<file path="config.mk">
export PLATFORM = sky130hd
export DESIGN_NAME = icsd_io_cell
export DESIGN_NICKNAME = d
export VERILOG_FILES = /design/src/core/icsd_pkg.sv /design/src/core/icsd_elem.sv /design/src/core/icsd_io_cell.sv
export SDC_FILE = /design/constraint.sdc
export NUM_CORES = 1
export LEC_CHECK = 0
export ABC_AREA = 1
export BUFFER_PORTS_ARGS = -buffer_cell sky130_fd_sc_hd__buf_4
export CAP_MARGIN = 25
export CORE_MARGIN = 4
export CORE_UTILIZATION = 33
export CTS_BUF_LIST = sky130_fd_sc_hd__clkbuf_16
export DETAILED_ROUTE_END_ITERATION = 10
export GPL_ROUTABILITY_DRIVEN = 0
export HOLD_SLACK_MARGIN = 0.1
export PLACE_DENSITY = 0.57
export SYNTH_ARGS = -nofsm -noshare
export SYNTH_HDL_FRONTEND = slang
export SYNTH_SLANG_ARGS = --single-unit
</file>
<file path="constraint.sdc">
create_clock -name i_core_clk -period 3.22 [get_ports i_core_clk]
set_input_delay 0.161 -clock i_core_clk [delete_from_list [all_inputs] [get_ports i_core_clk]]
set_output_delay 0.161 -clock i_core_clk [all_outputs]
set_load 0.02 [all_outputs]
</file>
<file path="src/core/icsd_pkg.sv">
// constants shared by the i/o cell storage logic
package icsd_pkg;
   localparam int          NUM_ELEM      = 6;
   localparam int          NUM_CLK       = 4;
   localparam int          CFG_W         = 4;
   // register byte offsets
   localparam logic [7:0]  ADDR_CTRL     = 8'h00;
   localparam logic [7:0]  ADDR_ELEM     = 8'h04;
   localparam logic [7:0]  ADDR_INIT     = 8'h08;
   localparam logic [7:0]  ADDR_INV      = 8'h0C;
   localparam logic [7:0]  ADDR_STAT     = 8'h10;
   // control register fields
   localparam int          CTRL_OUT_DDR  = 0;
   localparam int          CTRL_OE_DDR   = 1;
   localparam int          CTRL_IN_DDR   = 2;
   localparam int          CTRL_LOC_INV  = 3;
   localparam int          CTRL_PRESET   = 4;
   localparam int          CTRL_MIRROR   = 5;
   localparam int          CTRL_NC_LSB   = 6;
   localparam int          CTRL_W        = 9;
   // per-element config fields, CFG_W bits per element
   localparam int          CFG_LATCH     = 0;
   localparam int          CFG_ASYNC     = 1;
   localparam int          CFG_FORCE_TO_ONE    = 2;
   localparam int          CFG_INIT_OVR  = 3;
   // inversion mask fields
   localparam int          INV_CLK_LSB   = 0;
   localparam int          INV_CE_LSB    = 4;
   localparam int          INV_FORCE     = 7;
   localparam int          INV_REV       = 8;
   localparam int          INV_D_LSB     = 9;
   localparam int          INV_PAD       = 13;
   localparam int          INV_W         = 14;
   // status fields
   localparam int          STAT_PAD_OUT  = 6;
   localparam int          STAT_PAD_OE   = 7;
   // reset values
   localparam logic [31:0] CTRL_RST      = 32'h0000_01C0;
   localparam logic [31:0] ELEM_RST      = 32'h0000_0000;
   localparam logic [31:0] INIT_RST      = 32'h0000_0000;
   localparam logic [31:0] INV_RST       = 32'h0000_0000;
   // bus answers
   localparam logic [1:0]  RESP_OKAY     = 2'b00;
   localparam logic [1:0]  RESP_SLVERR   = 2'b10;
   // element order: out upper, out lower, oe upper, oe lower, in upper, in lower
   localparam int          ELEM_CLK [NUM_ELEM] = '{0, 1, 0, 1, 2, 3};
   localparam int          ELEM_CE  [NUM_ELEM] = '{0, 0, 1, 1, 2, 2};
endpackage : icsd_pkg

</file>
<file path="src/core/icsd_elem.sv">
// one storage element: edge flop or level latch with forcing
`timescale 1ns/1ps
module icsd_elem
   import icsd_pkg::*;
(
   input  wire logic i_core_clk,
   input  wire logic i_arst_n,
   input  wire logic i_edge,
   input  wire logic i_gate,
   input  wire logic i_ce,
   input  wire logic i_d,
   input  wire logic i_force,
   input  wire logic i_rev,
   input  wire logic i_latch,
   input  wire logic i_async,
   input  wire logic i_force_to_one,
   input  wire logic i_init,
   input  wire logic i_preset,
   output logic      o_q
);
   logic q_r;
   logic q_nxt;
   logic frc_any;
   logic frc_val;
   logic frc_now;
   logic load_now;

   // forced value; both active gives zero
   assign frc_any  = i_force | i_rev;
   assign frc_val  = (i_force & i_rev) ? 1'b0 :
                     i_force ? i_force_to_one : ~i_force_to_one;
   // async forcing acts at once, sync only at the active edge
   assign frc_now  = frc_any & (i_async | i_edge);
   // flop loads on edge with enable, latch follows while gate and enable
   assign load_now = i_ce & (i_latch ? i_gate : i_edge);

   // next state, preset first
   always_comb begin
      q_nxt = q_r;
      if (i_preset) begin
         q_nxt = i_init;
      end else if (frc_now) begin
         q_nxt = frc_val;
      end else if (load_now) begin
         q_nxt = i_d;
      end
   end

   // state register
   always_ff @(posedge i_core_clk or negedge i_arst_n) begin
      if (!i_arst_n) begin
         q_r <= 1'b0;
      end else begin
         q_r <= q_nxt;
      end
   end

   assign o_q = q_r;
endmodule : icsd_elem

</file>
<file path="src/core/icsd_io_cell.sv">
// i/o cell storage pairs with dual-edge muxes and axi4-lite config
`timescale 1ns/1ps
// Function
// - three element pairs; each element is an edge flop or a latch
// - flop loads data only on its active clock edge with enable
// - latch is transparent while enabled, output follows data
// - an unconnected enable counts as always asserted
// - force line drives one when set chosen, zero when reset chosen
// - per element, forcing acts at the edge or immediately
// - opposite force drives the value opposite to the force line
// - force and opposite force together give zero
// - upper output and oe share one clock, lower ones the other
// - input upper and lower registers have separate clocks
// - one enable per pair: output, three-state, input
// - one force line and one opposite force drive all six
// - dual-edge output: upper set/reset choice governs lower too
// - dual-edge output turns two registers into bits on both edges
// - local inverter may derive the second clock from the first
// - output enable path supports dual-edge in the same way
// - dual-edge input captures on clock and its inverse alternately
// - dual-edge output can mirror a clock onto the pad
// - every entering signal except the global preset has an absorbed polarity inversion
module icsd_io_cell
   import icsd_pkg::*;
#(
   parameter int ADDR_W = 8
)
(
   input  wire logic              i_core_clk,
   input  wire logic              i_arst_n,
   // register bus
   input  wire logic [ADDR_W-1:0] i_awaddr,
   input  wire logic              i_awvalid,
   output logic                   o_awready,
   input  wire logic [31:0]       i_wdata,
   input  wire logic [3:0]        i_wstrb,
   input  wire logic              i_wvalid,
   output logic                   o_wready,
   output logic [1:0]             o_bresp,
   output logic                   o_bvalid,
   input  wire logic              i_bready,
   input  wire logic [ADDR_W-1:0] i_araddr,
   input  wire logic              i_arvalid,
   output logic                   o_arready,
   output logic [31:0]            o_rdata,
   output logic [1:0]             o_rresp,
   output logic                   o_rvalid,
   input  wire logic              i_rready,
   // fabric side
   input  wire logic              i_out_upper_d,
   input  wire logic              i_out_lower_d,
   input  wire logic              i_oe_upper_d,
   input  wire logic              i_oe_lower_d,
   input  wire logic              i_output_pair_enable,
   input  wire logic              i_tristate_pair_enable,
   input  wire logic              i_input_pair_enable,
   input  wire logic              i_force_line,
   input  wire logic              i_opposite_force_in,
   input  wire logic              i_global_preset,
   output logic                   o_in_upper_q,
   output logic                   o_in_lower_q,
   // link clocks and pad
   input  wire logic              i_out_upper_clock,
   input  wire logic              i_out_lower_clock,
   input  wire logic              i_input_upper_clock,
   input  wire logic              i_input_lower_clock,
   input  wire logic              i_pad_in,
   output logic                   o_pad_out,
   output logic                   o_pad_oe
);
   if (ADDR_W < 8 || ADDR_W > 32) begin : g_chk
      $error("icsd_io_cell: ADDR_W must lie in 8..32");
   end

   logic [CTRL_W-1:0]         ctrl_r;
   logic [NUM_ELEM*CFG_W-1:0] elem_r;
   logic [NUM_ELEM-1:0]       init_r;
   logic [INV_W-1:0]          inv_r;
   logic                      aw_got_r;
   logic                      w_got_r;
   logic [ADDR_W-1:0]         awaddr_r;
   logic [31:0]               wdata_r;
   logic [3:0]                wstrb_r;
   logic                      bvalid_r;
   logic [1:0]                bresp_r;
   logic                      rvalid_r;
   logic [31:0]               rdata_r;
   logic [1:0]                rresp_r;
   logic                      cfg_load_r;
   logic [4:0]                sync1_r;
   logic [4:0]                sync2_r;
   logic [NUM_CLK-1:0]        lvl_prev_r;
   logic                      pad_out_r;
   logic                      oe_val_r;

   // register bus slave
   logic        wr_fire;
   logic        rd_fire;
   logic        wr_hit;
   logic        rd_hit;
   logic [7:0]  wr_off;
   logic [7:0]  rd_off;
   logic [31:0] wmask;
   logic [31:0] wr_val_ctrl;
   logic [31:0] wr_val_elem;
   logic [31:0] wr_val_init;
   logic [31:0] wr_val_inv;
   logic [31:0] rd_val;
   logic [31:0] stat_word;
   logic        preset_wr;

   // channel readiness
   assign o_awready = !aw_got_r && !bvalid_r;
   assign o_wready  = !w_got_r && !bvalid_r;
   assign o_arready = !rvalid_r;
   assign wr_fire   = aw_got_r && w_got_r && !bvalid_r;
   assign rd_fire   = i_arvalid && o_arready;

   // address decode, upper bits zero
   assign wr_off = awaddr_r[7:0];
   assign rd_off = i_araddr[7:0];
   assign wr_hit = (awaddr_r >> 8) == '0 && (wr_off == ADDR_CTRL || wr_off == ADDR_ELEM
                   || wr_off == ADDR_INIT || wr_off == ADDR_INV);
   assign rd_hit = (i_araddr >> 8) == '0 && (rd_off == ADDR_CTRL || rd_off == ADDR_ELEM
                   || rd_off == ADDR_INIT || rd_off == ADDR_INV || rd_off == ADDR_STAT);

   // byte lane merge
   assign wmask = {{8{wstrb_r[3]}}, {8{wstrb_r[2]}}, {8{wstrb_r[1]}}, {8{wstrb_r[0]}}};
   assign wr_val_ctrl = (wdata_r & wmask) | (32'(ctrl_r) & ~wmask);
   assign wr_val_elem = (wdata_r & wmask) | (32'(elem_r) & ~wmask);
   assign wr_val_init = (wdata_r & wmask) | (32'(init_r) & ~wmask);
   assign wr_val_inv  = (wdata_r & wmask) | (32'(inv_r) & ~wmask);
   assign preset_wr   = wr_fire && wr_off == ADDR_CTRL && wr_hit
                        && wstrb_r[0] && wdata_r[CTRL_PRESET];

   // read data select
   assign rd_val = (rd_off == ADDR_CTRL) ? 32'(ctrl_r & ~(CTRL_W'(1) << CTRL_PRESET)) :
                   (rd_off == ADDR_ELEM) ? 32'(elem_r) :
                   (rd_off == ADDR_INIT) ? 32'(init_r) :
                   (rd_off == ADDR_INV)  ? 32'(inv_r)  : stat_word;

   // write channel capture and response
   always_ff @(posedge i_core_clk or negedge i_arst_n) begin
      if (!i_arst_n) begin
         aw_got_r <= 1'b0;
         w_got_r  <= 1'b0;
         awaddr_r <= '0;
         wdata_r  <= '0;
         wstrb_r  <= '0;
         bvalid_r <= 1'b0;
         bresp_r  <= RESP_OKAY;
      end else begin
         if (i_awvalid && o_awready) begin
            aw_got_r <= 1'b1;
            awaddr_r <= i_awaddr;
         end
         if (i_wvalid && o_wready) begin
            w_got_r <= 1'b1;
            wdata_r <= i_wdata;
            wstrb_r <= i_wstrb;
         end
         if (wr_fire) begin
            aw_got_r <= 1'b0;
            w_got_r  <= 1'b0;
            bvalid_r <= 1'b1;
            bresp_r  <= wr_hit ? RESP_OKAY : RESP_SLVERR;
         end else if (bvalid_r && i_bready) begin
            bvalid_r <= 1'b0;
         end
      end
   end

   // configuration registers; preset bit self-clears
   always_ff @(posedge i_core_clk or negedge i_arst_n) begin
      if (!i_arst_n) begin
         ctrl_r <= CTRL_RST[CTRL_W-1:0];
         elem_r <= ELEM_RST[NUM_ELEM*CFG_W-1:0];
         init_r <= INIT_RST[NUM_ELEM-1:0];
         inv_r  <= INV_RST[INV_W-1:0];
      end else if (wr_fire && wr_hit) begin
         if (wr_off == ADDR_CTRL) begin
            ctrl_r <= wr_val_ctrl[CTRL_W-1:0] & ~(CTRL_W'(1) << CTRL_PRESET);
         end
         if (wr_off == ADDR_ELEM) begin
            elem_r <= wr_val_elem[NUM_ELEM*CFG_W-1:0];
         end
         if (wr_off == ADDR_INIT) begin
            init_r <= wr_val_init[NUM_ELEM-1:0];
         end
         if (wr_off == ADDR_INV) begin
            inv_r <= wr_val_inv[INV_W-1:0];
         end
      end
   end

   // read channel
   always_ff @(posedge i_core_clk or negedge i_arst_n) begin
      if (!i_arst_n) begin
         rvalid_r <= 1'b0;
         rdata_r  <= '0;
         rresp_r  <= RESP_OKAY;
      end else if (rd_fire) begin
         rvalid_r <= 1'b1;
         rdata_r  <= rd_hit ? rd_val : 32'h0000_0000;
         rresp_r  <= rd_hit ? RESP_OKAY : RESP_SLVERR;
      end else if (rvalid_r && i_rready) begin
         rvalid_r <= 1'b0;
      end
   end

   assign o_bvalid = bvalid_r;
   assign o_bresp  = bresp_r;
   assign o_rvalid = rvalid_r;
   assign o_rdata  = rdata_r;
   assign o_rresp  = rresp_r;

   logic [4:0]         pin_raw;
   logic [NUM_CLK-1:0] clk_pin;
   logic [NUM_CLK-1:0] lvl;
   logic [NUM_CLK-1:0] edge_det;
   logic               pad_in_s;

   assign pin_raw = {i_pad_in, i_input_lower_clock, i_input_upper_clock,
                     i_out_lower_clock, i_out_upper_clock};

   // two-flop synchronisers
   always_ff @(posedge i_core_clk or negedge i_arst_n) begin
      if (!i_arst_n) begin
         sync1_r <= '0;
         sync2_r <= '0;
      end else begin
         sync1_r <= pin_raw;
         sync2_r <= sync1_r;
      end
   end

   // polarity options, then derived lower clocks
   assign clk_pin  = sync2_r[3:0] ^ inv_r[INV_CLK_LSB +: NUM_CLK];
   assign pad_in_s = sync2_r[4] ^ inv_r[INV_PAD];
   assign lvl[0] = clk_pin[0];
   assign lvl[1] = ctrl_r[CTRL_LOC_INV] ? ~clk_pin[0] : clk_pin[1];
   assign lvl[2] = clk_pin[2];
   assign lvl[3] = ctrl_r[CTRL_IN_DDR] ? ~clk_pin[2] : clk_pin[3];
   assign edge_det = lvl & ~lvl_prev_r;

   // previous clock levels for rising edge finding
   always_ff @(posedge i_core_clk or negedge i_arst_n) begin
      if (!i_arst_n) begin
         lvl_prev_r <= '0;
      end else begin
         lvl_prev_r <= lvl;
      end
   end

   logic [2:0]          ce_grp;
   logic [NUM_ELEM-1:0] d_in;
   logic [NUM_ELEM-1:0] q;
   logic [NUM_ELEM-1:0] srh_base;
   logic [NUM_ELEM-1:0] srh_eff;
   logic [NUM_ELEM-1:0] init_base;
   logic [NUM_ELEM-1:0] init_eff;
   logic [1:0]          pair_ddr;
   logic                frc;
   logic                opposite_force_in;
   logic                preset;
   logic                mirror;

   // pair enables, unconnected ones held asserted
   assign ce_grp = ({i_input_pair_enable, i_tristate_pair_enable, i_output_pair_enable}
                   ^ inv_r[INV_CE_LSB +: 3]) | ctrl_r[CTRL_NC_LSB +: 3];
   assign frc = i_force_line ^ inv_r[INV_FORCE];
   assign opposite_force_in = i_opposite_force_in ^ inv_r[INV_REV];
   assign preset = cfg_load_r | i_global_preset | preset_wr;
   assign mirror = ctrl_r[CTRL_MIRROR] & ctrl_r[CTRL_OUT_DDR];
   assign pair_ddr = {ctrl_r[CTRL_OE_DDR], ctrl_r[CTRL_OUT_DDR]};

   // data inputs; mirror gives one upper, zero lower
   assign d_in[0] = mirror | (i_out_upper_d ^ inv_r[INV_D_LSB]);
   assign d_in[1] = ~mirror & (i_out_lower_d ^ inv_r[INV_D_LSB + 1]);
   assign d_in[2] = i_oe_upper_d ^ inv_r[INV_D_LSB + 2];
   assign d_in[3] = i_oe_lower_d ^ inv_r[INV_D_LSB + 3];
   assign d_in[4] = pad_in_s;
   assign d_in[5] = pad_in_s;

   // loads initial values once after reset release
   always_ff @(posedge i_core_clk or negedge i_arst_n) begin
      if (!i_arst_n) begin
         cfg_load_r <= 1'b1;
      end else begin
         cfg_load_r <= 1'b0;
      end
   end

   // per-element options and instances
   for (genvar e = 0; e < NUM_ELEM; e++) begin : g_elem
      localparam int PB = e - (e % 2);
      assign srh_base[e]  = elem_r[e*CFG_W + CFG_FORCE_TO_ONE];
      assign init_base[e] = elem_r[e*CFG_W + CFG_INIT_OVR] ? init_r[e] : srh_eff[e];
      if (e < 4) begin : g_pair
         assign srh_eff[e]  = pair_ddr[e/2] ? srh_base[PB] : srh_base[e];
         assign init_eff[e] = pair_ddr[e/2] ? (init_base[PB] & init_base[PB+1])
                                            : init_base[e];
      end else begin : g_single
         assign srh_eff[e]  = srh_base[e];
         assign init_eff[e] = init_base[e];
      end
      icsd_elem u_elem (
         .i_core_clk (i_core_clk),
         .i_arst_n   (i_arst_n),
         .i_edge     (edge_det[ELEM_CLK[e]]),
         .i_gate     (lvl[ELEM_CLK[e]]),
         .i_ce       (ce_grp[ELEM_CE[e]]),
         .i_d        (d_in[e]),
         .i_force    (frc),
         .i_rev      (opposite_force_in),
         .i_latch    (elem_r[e*CFG_W + CFG_LATCH]),
         .i_async    (elem_r[e*CFG_W + CFG_ASYNC]),
         .i_force_to_one   (srh_eff[e]),
         .i_init     (init_eff[e]),
         .i_preset   (preset),
         .o_q        (q[e])
      );
   end

   // dual-edge muxes toward the pad
   logic pad_nxt;
   logic oe_nxt;

   // upper, lower or hold by clock level
   assign pad_nxt = !ctrl_r[CTRL_OUT_DDR] ? q[0] :
                    lvl[0] ? q[0] : lvl[1] ? q[1] : pad_out_r;
   assign oe_nxt  = !ctrl_r[CTRL_OE_DDR] ? q[2] :
                    lvl[0] ? q[2] : lvl[1] ? q[3] : oe_val_r;

   // registered pad drive, oe value high releases
   always_ff @(posedge i_core_clk or negedge i_arst_n) begin
      if (!i_arst_n) begin
         pad_out_r <= 1'b0;
         oe_val_r  <= 1'b1;
      end else begin
         pad_out_r <= pad_nxt;
         oe_val_r  <= oe_nxt;
      end
   end

   assign o_pad_out    = pad_out_r;
   assign o_pad_oe     = ~oe_val_r;
   assign o_in_upper_q = q[4];
   assign o_in_lower_q = q[5];

   // status word: element states and pad drive
   assign stat_word = {24'h00_0000, ~oe_val_r, pad_out_r, q};
endmodule : icsd_io_cell

</file>
== Word level (Yosys, flattened, before mapping) ==
Index checks and enable logic that the tools add are counted.

* Register bits: 150
* Output and inout port bits: 45
* Logic and storage cells: 206

* Equal/unequal tests: 9
* Muxes and demuxes: 71
* Bitwise logic cells: 59
* Reductions and logical operators: 41

{| class="wikitable"
|+ Operator list
! kind !! count
|-
| $mux W24 || 3
|-
| $mux W1 || 64
|-
| $and A24 B24 Y24 || 2
|-
| $eq A8 B4 Y1 const B || 4
|-
| $mux W14 || 2
|-
| $not A24 Y24 || 1
|-
| $or A24 B24 Y24 || 1
|-
| $reduce_bool A3 Y1 || 6
|-
| $and A1 B1 Y1 || 17
|-
| $eq A8 B3 Y1 const B || 2
|-
| $logic_not A8 Y1 || 2
|-
| $and A14 B14 Y14 || 1
|-
| $logic_and A1 B1 Y1 || 14
|-
| $or A14 B14 Y14 || 1
|-
| $not A1 Y1 || 10
|-
| $or A1 B1 Y1 || 10
|-
| $and A9 B9 Y9 || 1
|-
| $or A9 B9 Y9 || 1
|-
| $eq A8 B5 Y1 const B || 1
|-
| $reduce_and A2 Y1 || 4
|-
| $reduce_bool A2 Y1 || 4
|-
| $logic_or A1 B1 Y1 || 7
|-
| $xor A1 B1 Y1 || 7
|-
| $and A6 B6 Y6 || 1
|-
| other kinds (9) || 14
|}

== Depth between registers and ports, before layout ==
Gate-level depths: netlist of the first run.

* Depth in word-level cells: 9
* Mapped depth: 12
* Mapped depth without buffers: 12

== Cells and area by module ==
Synthesis of the first run repeated with hierarchy kept, for this count alone.

* Cells, all modules: 831
* Area total of the unflattened synthesis: 6,827.8 sq um

{| class="wikitable"
|+ By module, submodules not included
! module !! instances !! cells an instance !! area an instance (sq um) !! sequential area each (sq um)
|-
| icsd_io_cell || 1 || 669 || 6,002.0 || 3,359.5
|-
| icsd_elem || 6 || 27 || 137.6 || 25.0
|}

== Worst setup path before layout of the first run ==
Ideal clock, no wire load.

* Kind: register -> register
* Start: reg bvalid_r, in the netlist o_bvalid
* End: reg wdata_r[10]
* Arrival time: 1.648 ns
* Required time: 3.142 ns
* Slack: 1.494 ns
* Stages on the path, launching flop included: 6
* Clock period less this slack: 1.726 ns
* Cells stage by stage: dfrtp_1 > nor2_1 > nand2_1 > clkbuf_1 > clkbuf_1 > a21oi_1

* Longest elaborated chain between the ends: 3

{| class="wikitable"
|+ RTL lines
! item !! RTL line !! text
|-
| start, declared || icsd_io_cell.sv:84 || <nowiki>logic bvalid_r;</nowiki>
|-
| start signal, assigned || icsd_io_cell.sv:150 || <nowiki>bvalid_r <= 1'b0;</nowiki>
|-
| start signal, assigned || icsd_io_cell.sv:165 || <nowiki>bvalid_r <= 1'b1;</nowiki>
|-
| start signal, assigned || icsd_io_cell.sv:168 || <nowiki>bvalid_r <= 1'b0;</nowiki>
|-
| $logic_not A1 Y1 || icsd_io_cell.sv:114 || <nowiki>assign o_wready = !w_got_r && !bvalid_r;</nowiki>
|-
| $logic_and A1 B1 Y1 || icsd_io_cell.sv:114 ||
|-
| net o_wready || icsd_io_cell.sv:38 || <nowiki>output logic o_wready,</nowiki>
|-
| $logic_and A1 B1 Y1 || icsd_io_cell.sv:157 || <nowiki>if (i_wvalid && o_wready) begin</nowiki>
|-
| end signal, assigned || icsd_io_cell.sv:159 || <nowiki>wdata_r <= i_wdata;</nowiki>
|-
| end, declared || icsd_io_cell.sv:82 || <nowiki>logic [31:0] wdata_r;</nowiki>
|}

The timed path passes the listed nets, and every way through them passes these cells.
A chain may end at the register's enable or synchronous reset.

==> summary.txt, run 1 <==
Floorplanning
  • Initial Util: 33.5%
  • Chip Width: 149 um
  • Die area: 22100 sq um
  • Core Area: 19500 sq um
  • FP Rows: 51
  • Die Ht: 149 um
  • Total I/O pin count: 119

Placed design
  • Placed insts: 1136
  • Detailed placement HPWL: 12700 um
  • Setup WS pre-CTS: 1.19 ns
  • Area after DPL: 7530 sq um
  • Port Buffers: 99

Route
  • Via count: 5540
  • Vias/cell: 4.57
  • Routed Antenna Nets: 0
  • DR pass1 iterations: 5
  • Residual DRC count: 0
  • DR WL/cell: 14.4 um
  • Routed Wire Length: 17500 um
  • Initial DRC Count: 415

Synthesis
  • #FFs+latches synth: 140
  • Synthesized instance count: 788
  • Cell variety after synth: 34
  • Sequential area share after synthesis: 53.8%
  • Syn Area/Cell: 8.29 sq um
  • Synthesized area: 6530 sq um
  • Yosys warning total: 0

Setup path
  • Worst endpoint required time: 3.54 ns
  • R2r setup slk: 1.23 ns
  • WP data arrival: 2.31 ns
  • CP Launch Type: flip-flop
  • Critical path class: reg -> reg
  • Worst r2r src: o_bvalid
  • Critical Path Fanout Max: 12
  • Worst reg2reg path depth: 5
  • CP Capture Type: flip-flop

Final layout
  • Non-filler instance count after layout: 1211
  • Sequential cell area: 3510 sq um
  • Share of cells above drive strength 1: 19.2%
  • Final core occ: 44.2%
  • Layout area overhead: 31.8%
  • Design area: 8600 sq um
  • N_diodes: 0
  • Multi-input gate area: 2520 sq um
  • Nets@finish: 1007
  • Fillers: 1945

Global route
  • Number of antenna violations at the first check in global routing: 0
  • First-pass GRT wire length: 28300 um
  • Largest net degree at the start of global routing: 72
  • Tot GR Track Use: 16.5%
  • Grt ovf: 0
  • Via count of the first global-routing pass: 5236

Status
  • Status: finished clean

Power and ir drop
  • PD cells: 621 nW/um^2
  • Power, Total: 5.34 mW
  • Leak: 4.28 nW
  • Max IR drop VDD: 0.000632 V

STA
  • Fmax: 502 MHz
  • Fin Clk Skew: 0.0124 ns
  • Slew Limit Headroom: 36.8%
  • Final setup fails: 0
  • Setup TNS Final: 0 ns
  • RSZ-0062 raised after global routing: no
  • Final setup margin: 1.23 ns
  • Final hold slack: 0.176 ns
  • Least-Margin Pin Slew: 0.944 ns
  • Final Hold Vio Count: 0
  • Max-slew violations: 0
  • Final Critical Period: 1.99 ns
  • Tcrit/Tclk final: 61.9%

CTS
  • CTS clk-pin slew, worst paths: 0.06 ns
  • Setup bufs post-CTS: 0
  • CTS resizes: 0
  • H-tree depth: 4
  • CTS Sinks: 140
  • TritonCTS clock tree: built
  • Clock Tree Buf Depth: 2
  • Root buffer cell: clkbuf_16
  • Latest clock arrival within the worst-skew pair: 0.43 ns
  • Num CTS Buffers: 17

Min path
  • Hold depth: 6
  • Hold Crit Endpoint: g_elem[2].u_elem.o_q
  • Min-delay src: i_oe_upper_d
  • Hold Crit Class: in -> reg

Flow run
  • Max Cap Viol: 0
==> power breakdown <==
part	leakage [nW]	switching, mW	internal (mW)
logic	2.19	0.623	0.360
registers	1.78	0.157	2.05
clock network	0.316	0.778	1.37
total	4.28	1.56	3.78
==> worst max path at each step <==
stage | end | cells after the start | slack [ns] | start
5_1_grt | flip-flop | 6 | 1.0 | o_bvalid
6_report | flip-flop | 5 | 1.23 | o_bvalid
3_5_place_dp | o_rdata[11] | 9 | 1.19 | i_araddr[7]
2_1_floorplan | wdata_r[10] | 5 | 1.49 | o_bvalid
3_3_place_gp | o_rdata[11] | 9 | 1.20 | i_araddr[7]
4_1_cts | flip-flop | 5 | 1.19 | o_bvalid
==> routing by layer <==
metal	global-route usage, %	vias to the layer above	routed length [um]
met5	0	-	0
met4	4.53	0	255
met3	4.33	15	1060
met2	23.6	167	7460
met1	24.6	2557	8720
li1	-	2801	-
==> kinds of logic after synthesis <==
group                     share of synthesized area [%]
and+or+nand+nor                                    22.5
xor gates and xnor gates                          0.403
other                                            0.0574
DFF                                                53.8
muxes                                              1.86
AOI/OAI and AO/OA                                  13.2
buffers and inverters                              8.20
==> area by class of cell <==
cell class | count | share of cell area, %
timing repair buffer | 150 | 14.5
clock buffer | 17 | 4.94
tap | 265 | 3.85
clock inverter | 15 | 2.59
multi-input combinational | 533 | 29.3
sequential | 140 | 40.8
inverter | 91 | 3.97
==> timing repair <==
| action | CTS | global route |
|---|---|---|
| setup endpoints to repair | 0 | 0 |
| hold buffers | 43 | 0 |
| endpoints found under the hold margin | 111 | 0 |
==> layout by cell type (no fill, tap or decap), types with 4 or more instances in the layout <==
master,netlist,final
dfrtp_1,135,135
inv_1,90,91
mux2_2,9,9
nand3_1,48,48
bufinv_16,0,5
o21ai_2,24,24
clkbuf_16,0,17
conb_1,1,11
nor2_1,65,65
o31ai_1,7,7
o21ai_0,60,60
nand2_1,228,227
a21oi_1,51,51
dfstp_2,5,5
nor3_1,4,4
buf_4,10,105
clkinv_4,0,5
dlygate4sd3_1,0,43
==> synth_stat cells (all sizes together) <==
library cell	number	area (sq um)
dfrtp	135	3380
mux2i	2	20.0
nor4	2	12.5
o21a	1	7.51
mux2	9	101
nand4	3	18.8
xor2	2	17.5
o211ai	3	22.5
xnor2	1	8.76
dfstp	5	131
or2	2	12.5
nand3b	2	15.0
and2	3	18.8
a211oi	1	7.51
nor2	66	250
buf	19	138
o22ai	1	6.26
nand2	228	856
clkbuf	15	56.3
o21ai	84	510
inv	91	342
o31ai	7	52.6
a21oi	51	255
conb	1	3.75
nor3	5	36.3
nand3	49	250
==> critical path: stages (launching register included) <==
cell and delay, ns:
dfrtp_1 0.44, nor2_2 0.22, inv_2 0.10, nor3_4 0.29, nand4_1 0.49, o21ai_0 0.33
(Power assumes the default switching activity.)
==> run 2, diff against run 1 <==
--- a/config.mk
+++ b/config.mk
@@ -14,7 +14,7 @@
 export DETAILED_ROUTE_END_ITERATION = 10
 export GPL_ROUTABILITY_DRIVEN = 0
 export HOLD_SLACK_MARGIN = 0.1
-export PLACE_DENSITY = 0.57
+export PLACE_DENSITY = 0.59
 export SYNTH_ARGS = -nofsm -noshare
 export SYNTH_HDL_FRONTEND = slang
 export SYNTH_SLANG_ARGS = --single-unit
==> constraint.sdc (replaced) <==
create_clock -name i_core_clk -period 1.65 [get_ports i_core_clk]
set_input_delay 0.0825 -clock i_core_clk [delete_from_list [all_inputs] [get_ports i_core_clk]]
set_output_delay 0.0825 -clock i_core_clk [all_outputs]
set_load 0.02 [all_outputs]
==> run 2 against run 1 <==
Power grew 91%; die area is the same; worst setup slack lost 1.2 ns; via count grew 1.8%; first-iteration DRC count grew 9.2%; utilization grew 1.7 points; clock power grew 73%; sequential share of layout area shrank 1.5 points.
==> summary.txt, run 2 (synthesized netlist as in run 1, its figures left out) <==
Floorplanning
  • FP Rows: 51 (unchanged)
  • Initial Util: 33.5% (unchanged)
  • Die area: 22100 sq um (unchanged)
  • Chip Width: 149 um (unchanged)
  • Core Area: 19500 sq um (unchanged)
  • Total I/O pin count: 119 (unchanged)
  • Die Ht: 149 um (unchanged)

Global route
  • Largest net degree at the start of global routing: 50 (-31%)
  • Grt ovf: 0 (unchanged)
  • First-pass GRT wire length: 28500 um (+0.44%)
  • Tot GR Track Use: 16.5% (+0.027 points)
  • Number of antenna violations at the first check in global routing: 0 (unchanged)
  • Via count of the first global-routing pass: 5364 (+2.4%)

STA
  • Least-Margin Pin Slew: 0.508 ns (-0.436 ns)
  • Setup TNS Final: 0 ns (unchanged)
  • Final Critical Period: 1.61 ns (-0.385 ns)
  • Slew Limit Headroom: 66.1% (+29 points)
  • Final setup fails: 0 (unchanged)
  • Final Hold Vio Count: 0 (unchanged)
  • Max-slew violations: 0 (unchanged)
  • Fmax: 622 MHz (+24%)
  • Tcrit/Tclk final: 97.4% (+36 points)
  • RSZ-0062 raised after global routing: yes
  • Fin Clk Skew: 0.00735 ns (-0.00502 ns)

Setup path
  • Critical Path Fanout Max: 16 (+4)
  • CP Launch Type: flip-flop
  • Critical path class: reg -> reg
  • CP Buf/Inv Count: 3 (+2)
  • Worst path max stage delay: 0.35 ns (-0.14 ns)
  • Crit-path leading delay family: simple AND/OR/NAND/NOR gates
  • Worst endpoint required time: 1.96 ns (-1.58 ns)
  • R2r setup slk: 0.04 ns (-1.18 ns)
  • CP cell instances: nand2_1 -> nor2_2 -> inv_2 -> nor3_4 -> buf_6 -> nand3_1 -> buf_12 -> nand2_1 -> o21ai_2
  • Slowest stage cell, crit path: dfrtp_1
  • WP data arrival: 1.92 ns (-0.39 ns)
  • Cell mode on critical path: nand2_1
  • CP Capture Type: flip-flop
  • Worst reg2reg path depth: 9 (+4)
  • Worst r2r src: aw_got_r
  • CP Depth: 9 (+4)
  • Crit path from: aw_got_r

Final layout
  • Nets@finish: 1044 (+3.7%)
  • Layout area overhead: 37.0%
  • Final core occ: 46.0% (+1.7 points)
  • Most frequent cells in the layout: 224 x nand2_1, 135 x dfrtp_1, 129 x buf_4
  • N_diodes: 0 (unchanged)
  • Share of cells above drive strength 1: 23.0% (+3.8 points)
  • Design area: 8940 sq um (+3.9%)
  • Most common library cell in the layout ignoring fill and taps: nand2_1
  • Non-filler instance count after layout: 1248 (+3.1%)

Route
  • Residual DRC count: 0 (unchanged)
  • DR WL/cell: 14.2 um (-1.4%)
  • DR pass1 iterations: 6 (+1)
  • Via count: 5640 (+1.8%)
  • Routed Antenna Nets: 0 (unchanged)
  • Routed Wire Length: 17800 um (+1.6%)
  • Vias/cell: 4.52 (-1.2%)
  • Initial DRC Count: 453 (+9.2%)

CTS
  • Root buffer cell: clkbuf_16
  • H-tree depth: 4 (unchanged)
  • Latest clock arrival within the worst-skew pair: 0.43 ns (about the same)
  • Num CTS Buffers: 17 (unchanged)
  • CTS Sinks: 140 (unchanged)
  • TritonCTS clock tree: built
  • CTS clk-pin slew, worst paths: 0.06 ns (about the same)
  • Clock Tree Buf Depth: 2 (unchanged)

Placed design
  • Port Buffers: 99 (unchanged)
  • Area after DPL: 7800 sq um (+3.7%)
  • Detailed placement HPWL: 13300 um (+4.2%)
  • Placed insts: 1164 (+2.5%)

Min path
  • Hold Crit Class: in -> reg

Flow run
  • Max Cap Viol: 0 (unchanged)

Power and ir drop
  • Max IR drop VDD: 0.000780 V (+23%)
  • Leak: 4.45 nW (+4.1%)
  • PD cells: 1140 nW/um^2 (+84%)

Status
  • Status: finished clean
run 2: changes by cell type in the layout (fill, tap and decap cells not counted), moves of 3 or more:
cell           previous run  this run
buf_4                   105       129
buf_12                    1         6
nor2_1                   65        60
buf_6                     1         5
nor2_2                    1         5
bufinv_16                 5         2
clkinv_4                  5         2
dlygate4sd3_1            43        46
inv_6                     1         4
nand2_1                 227       224
run 2: area by class of cell:
type / count / area [sq um]
sequential: 140 / 3510
tap: 265 / 332
clock buffer: 17 / 425
fill: 1895 / 10500
clock inverter: 15 / 148
inverter: 91 / 342
timing repair buffer: 186 / 1610
multi-input combinational: 534 / 2580
run 2: power by group:
| part | switching [mW] | total, mW | leakage (nW) | internal (mW) |
|---|---|---|---|---|
| Sequential | 0.322 | 4.32 | 1.78 | 3.99 |
| Clock | 1.50 | 3.72 | 0.278 | 2.22 |
| Combinational | 1.29 | 2.15 | 2.40 | 0.856 |
run 2: through the flow:
stage          total power [mW]  worst slack, ns  hold slack, ns
2_1_floorplan              5.53          -0.0152          -0.213
3_3_place_gp               6.28         -0.00187          0.0727
3_5_place_dp               6.33          -0.0346          0.0728
4_1_cts                    10.2         0.000332           0.144
5_1_grt                    10.7          -0.0483           0.196
6_report                   10.2           0.0434           0.161
run 2: worst min path at each step:
| stage | from | slack (ns) | depth (start not counted) | end |
|---|---|---|---|---|
| global placement | i_arst_n | 0.07 | 1 | wdata_r[11] |
| finish | i_out_lower_d | 0.16 | 8 | g_elem[1].u_elem.o_q |
| CTS | i_out_lower_d | 0.14 | 8 | g_elem[1].u_elem.o_q |
| detailed placement | i_arst_n | 0.07 | 1 | wdata_r[17] |
| floorplan | i_arst_n | -0.21 | 0 | async pin |
| global route | i_global_preset | 0.20 | 6 | g_elem[0].u_elem.o_q |
run 2: metal layers:
metal | up-vias | routed length [um] | global-route usage, %
met5 | - | 0 | 0
met4 | 0 | 272 | 4.39
met3 | 28 | 1240 | 4.91
met2 | 179 | 7470 | 23.8
met1 | 2554 | 8780 | 24.2
li1 | 2879 | - | -
run 2: timing repair:
item                       CTS  global route
setup endpoints to repair   12            57
buffers inserted             0             5
gates cloned                 0             1
pin swaps                    2             6
hold buffers                46             0
gates resized for setup      2            16
hold endpoints to repair   183             0
run 2: worst min-delay path, delay by kind of cell:
kind	cells	cell delay [ns]
simple gates	7	0.37
buf+inv	1	0.09
==> run 3, diff against run 2 <==
--- a/config.mk
+++ b/config.mk
@@ -10,7 +10,6 @@
 export CAP_MARGIN = 25
 export CORE_MARGIN = 4
 export CORE_UTILIZATION = 33
-export CTS_BUF_LIST = sky130_fd_sc_hd__clkbuf_16
 export DETAILED_ROUTE_END_ITERATION = 10
 export GPL_ROUTABILITY_DRIVEN = 0
 export HOLD_SLACK_MARGIN = 0.1
==> run 3 against run 2 <==
First-iteration DRC count decreased by 1.5%; critical path depth decreased by 1; global-route usage increased by 0.091 points; count of clock-buffer cells in the layout increased by 4; maximum frequency increased by 2.0%; cell count increased by 0.16%; routed wire length increased by 0.86%; highest routed layer unchanged; non-clock buffer count increased by 2; sequential share of layout area decreased by 0.39 points.
==> summary.txt, run 3 (synthesized netlist as in run 1, its figures left out) <==
Floorplanning
  • Chip Width: 149 um (unchanged)
  • FP Rows: 51 (unchanged)
  • Die Ht: 149 um (unchanged)
  • Die area: 22100 sq um (unchanged)
  • Core Area: 19500 sq um (unchanged)
  • Total I/O pin count: 119 (unchanged)
  • Initial Util: 33.5% (unchanged)

Setup path
  • WP data arrival: 1.89 ns (-0.03 ns)
  • CP Launch Type: flip-flop
  • R2r setup slk: 0.08 ns (+0.03 ns)
  • Worst r2r src: awaddr_r[1]
  • Worst endpoint required time: 1.96 ns (about the same)
  • Critical Path Fanout Max: 16 (unchanged)
  • Critical path class: reg -> reg
  • CP Capture Type: flip-flop
  • Worst reg2reg path depth: 8 (-1)

STA
  • Final Hold Vio Count: 0 (unchanged)
  • Slew Limit Headroom: 66.5% (+0.35 points)
  • Fin Clk Skew: 0.00799 ns (+0.000634 ns)
  • RSZ-0062 raised after global routing: yes
  • Max-slew violations: 0 (unchanged)
  • Final setup fails: 0 (unchanged)
  • Least-Margin Pin Slew: 0.503 ns (-0.00521 ns)
  • Setup TNS Final: 0 ns (unchanged)
  • Tcrit/Tclk final: 95.5% (-1.9 points)
  • Fmax: 635 MHz (+2.0%)
  • Final hold slack: 0.164 ns (+0.00289 ns)
  • Final Critical Period: 1.57 ns (-0.0316 ns)

Placed design
  • Port Buffers: 99 (unchanged)
  • Detailed placement HPWL: 13300 um (unchanged)

CTS
  • Root buffer cell: clkbuf_16
  • Clock Tree Buf Depth: 2 (unchanged)
  • CTS Sinks: 140 (unchanged)
  • H-tree depth: 4 (unchanged)
  • Latest clock arrival within the worst-skew pair: 0.43 ns (about the same)
  • TritonCTS clock tree: built
  • Num CTS Buffers: 17 (unchanged)
  • CTS clk-pin slew, worst paths: 0.06 ns (about the same)

Power and ir drop
  • PD cells: 1150 nW/um^2 (+0.96%)
  • Max IR drop VDD: 0.000809 V (+3.6%)
  • Reg power frac: 41.6% (-0.8 points)
  • Leak: 4.49 nW (+0.75%)
  • Clock share of power: 37.3% (+0.8 points)
  • Logic pwr share: 21.1% (about the same)
  • Int Pwr: 7.23 mW (+2.3%)
  • P_sw: 3.16 mW (+1.3%)
  • Switching share of power: 30.4% (-0.21 points)

Route
  • Vias/cell: 4.52 (about the same)
  • Via count: 5654 (+0.25%)
  • DR pass1 iterations: 5 (-1)
  • Initial DRC Count: 446 (-1.5%)
  • Residual DRC count: 0 (unchanged)
  • DR WL/cell: 14.3 um (+0.70%)
  • Routed Wire Length: 17900 um (+0.86%)
  • Routed Antenna Nets: 0 (unchanged)

Final layout
  • Nets@finish: 1046 (+0.19%)
  • N_diodes: 0 (unchanged)
  • Most common library cell in the layout ignoring fill and taps: nand2_1
  • Share of cells above drive strength 1: 23.7% (+0.66 points)
  • Most frequent cells in the layout: 224 x nand2_1, 135 x dfrtp_1, 130 x buf_4
  • Fillers: 1877 (-0.95%)
  • Final core occ: 46.4% (+0.46 points)
  • Layout area overhead: 38.4%

Status
  • Status: finished clean

Flow run
  • Max Cap Viol: 0 (unchanged)

Global route
  • Grt ovf: 0 (unchanged)
  • Number of antenna violations at the first check in global routing: 0 (unchanged)
  • Largest net degree at the start of global routing: 50 (unchanged)
  • Tot GR Track Use: 16.6% (+0.091 points)
  • Via count of the first global-routing pass: 5345 (-0.35%)
  • First-pass GRT wire length: 28500 um (+0.12%)

Min path
  • Min-delay src: i_out_lower_d
  • Hold Crit Class: in -> reg
  • Hold Crit Endpoint: g_elem[1].u_elem.o_q
  • Hold depth: 8 (unchanged)
==> run 3: worst max path at each step <==
| stage | from | endpoint | slack (ns) |
|---|---|---|---|
| final | awaddr_r[1] | flip-flop | 0.08 |
| after global placement | awaddr_r[7] | g_elem[4].u_elem.o_q | -0.002 |
| after global routing | awaddr_r[3] | g_elem[1].u_elem.o_q | -0.03 |
| after floorplan | o_bvalid | flip-flop | -0.02 |
| after CTS | awaddr_r[1] | flip-flop | 0.0008 |
| after detailed placement | awaddr_r[1] | flip-flop | -0.03 |
==> run 3: critical path: stages, from the launching register on <==
cell	delay (ns)
dfrtp_1	0.38
nor2_2	0.15
inv_2	0.09
nor4_2	0.24
buf_4	0.18
nand3_1	0.11
buf_12	0.18
nand2_1	0.08
o21ai_2	0.05
==> run 3: routing by layer <==
layer  vias up  wire length [um]  GRT usage (%)
li1       2881                 -              -
met1      2561              8820           24.4
met2       191              7650           23.9
met3        21              1260           5.12
met4         0               197           4.06
met5         -                 0              0
==> run 3: timing repair <==
action | in CTS | in global routing
endpoints found under the setup margin | 12 | 57
gates cloned | 0 | 2
endpoints found under the hold margin | 183 | 0
buffers inserted | 0 | 6
hold buffers | 46 | 0
pin swaps | 2 | 7
gates resized for setup | 2 | 20
==> run 3: area by class of cell <==
class                      count  area [sq um]  share of cell area (%)
sequential                   140          3510                    38.9
tap                          265           332                    3.67
multi-input combinational    534          2610                    28.9
timing repair buffer         188          1640                    18.1
clock buffer                  21           470                    5.21
inverter                      91           342                    3.78
clock inverter                11           133                    1.47
==> run 3: power by group through the flow <==
| stage | Clock (mW) | Sequential, mW | Combinational (mW) |
|---|---|---|---|
| 2_1_floorplan | 0 | 4.30 | 1.23 |
| 3_3_place_gp | 0 | 4.33 | 1.94 |
| 3_5_place_dp | 0 | 4.35 | 1.98 |
| 4_1_cts | 3.97 | 4.30 | 2.08 |
| 5_1_grt | 4.12 | 4.37 | 2.47 |
| 6_report | 3.87 | 4.32 | 2.20 |
==> run 3: stage by stage <==
stage	setup WS [ns]	instances	cell area (sq um)	power [mW]
floorplan	-0.0152	798	6570	5.53
global placement	-0.00187	1164	7800	6.28
detailed placement	-0.0346	1164	7800	6.33
CTS	0.000840	1242	8870	10.3
global route	-0.0308	1250	9030	11.0
finish	0.0750	1250	9030	10.4
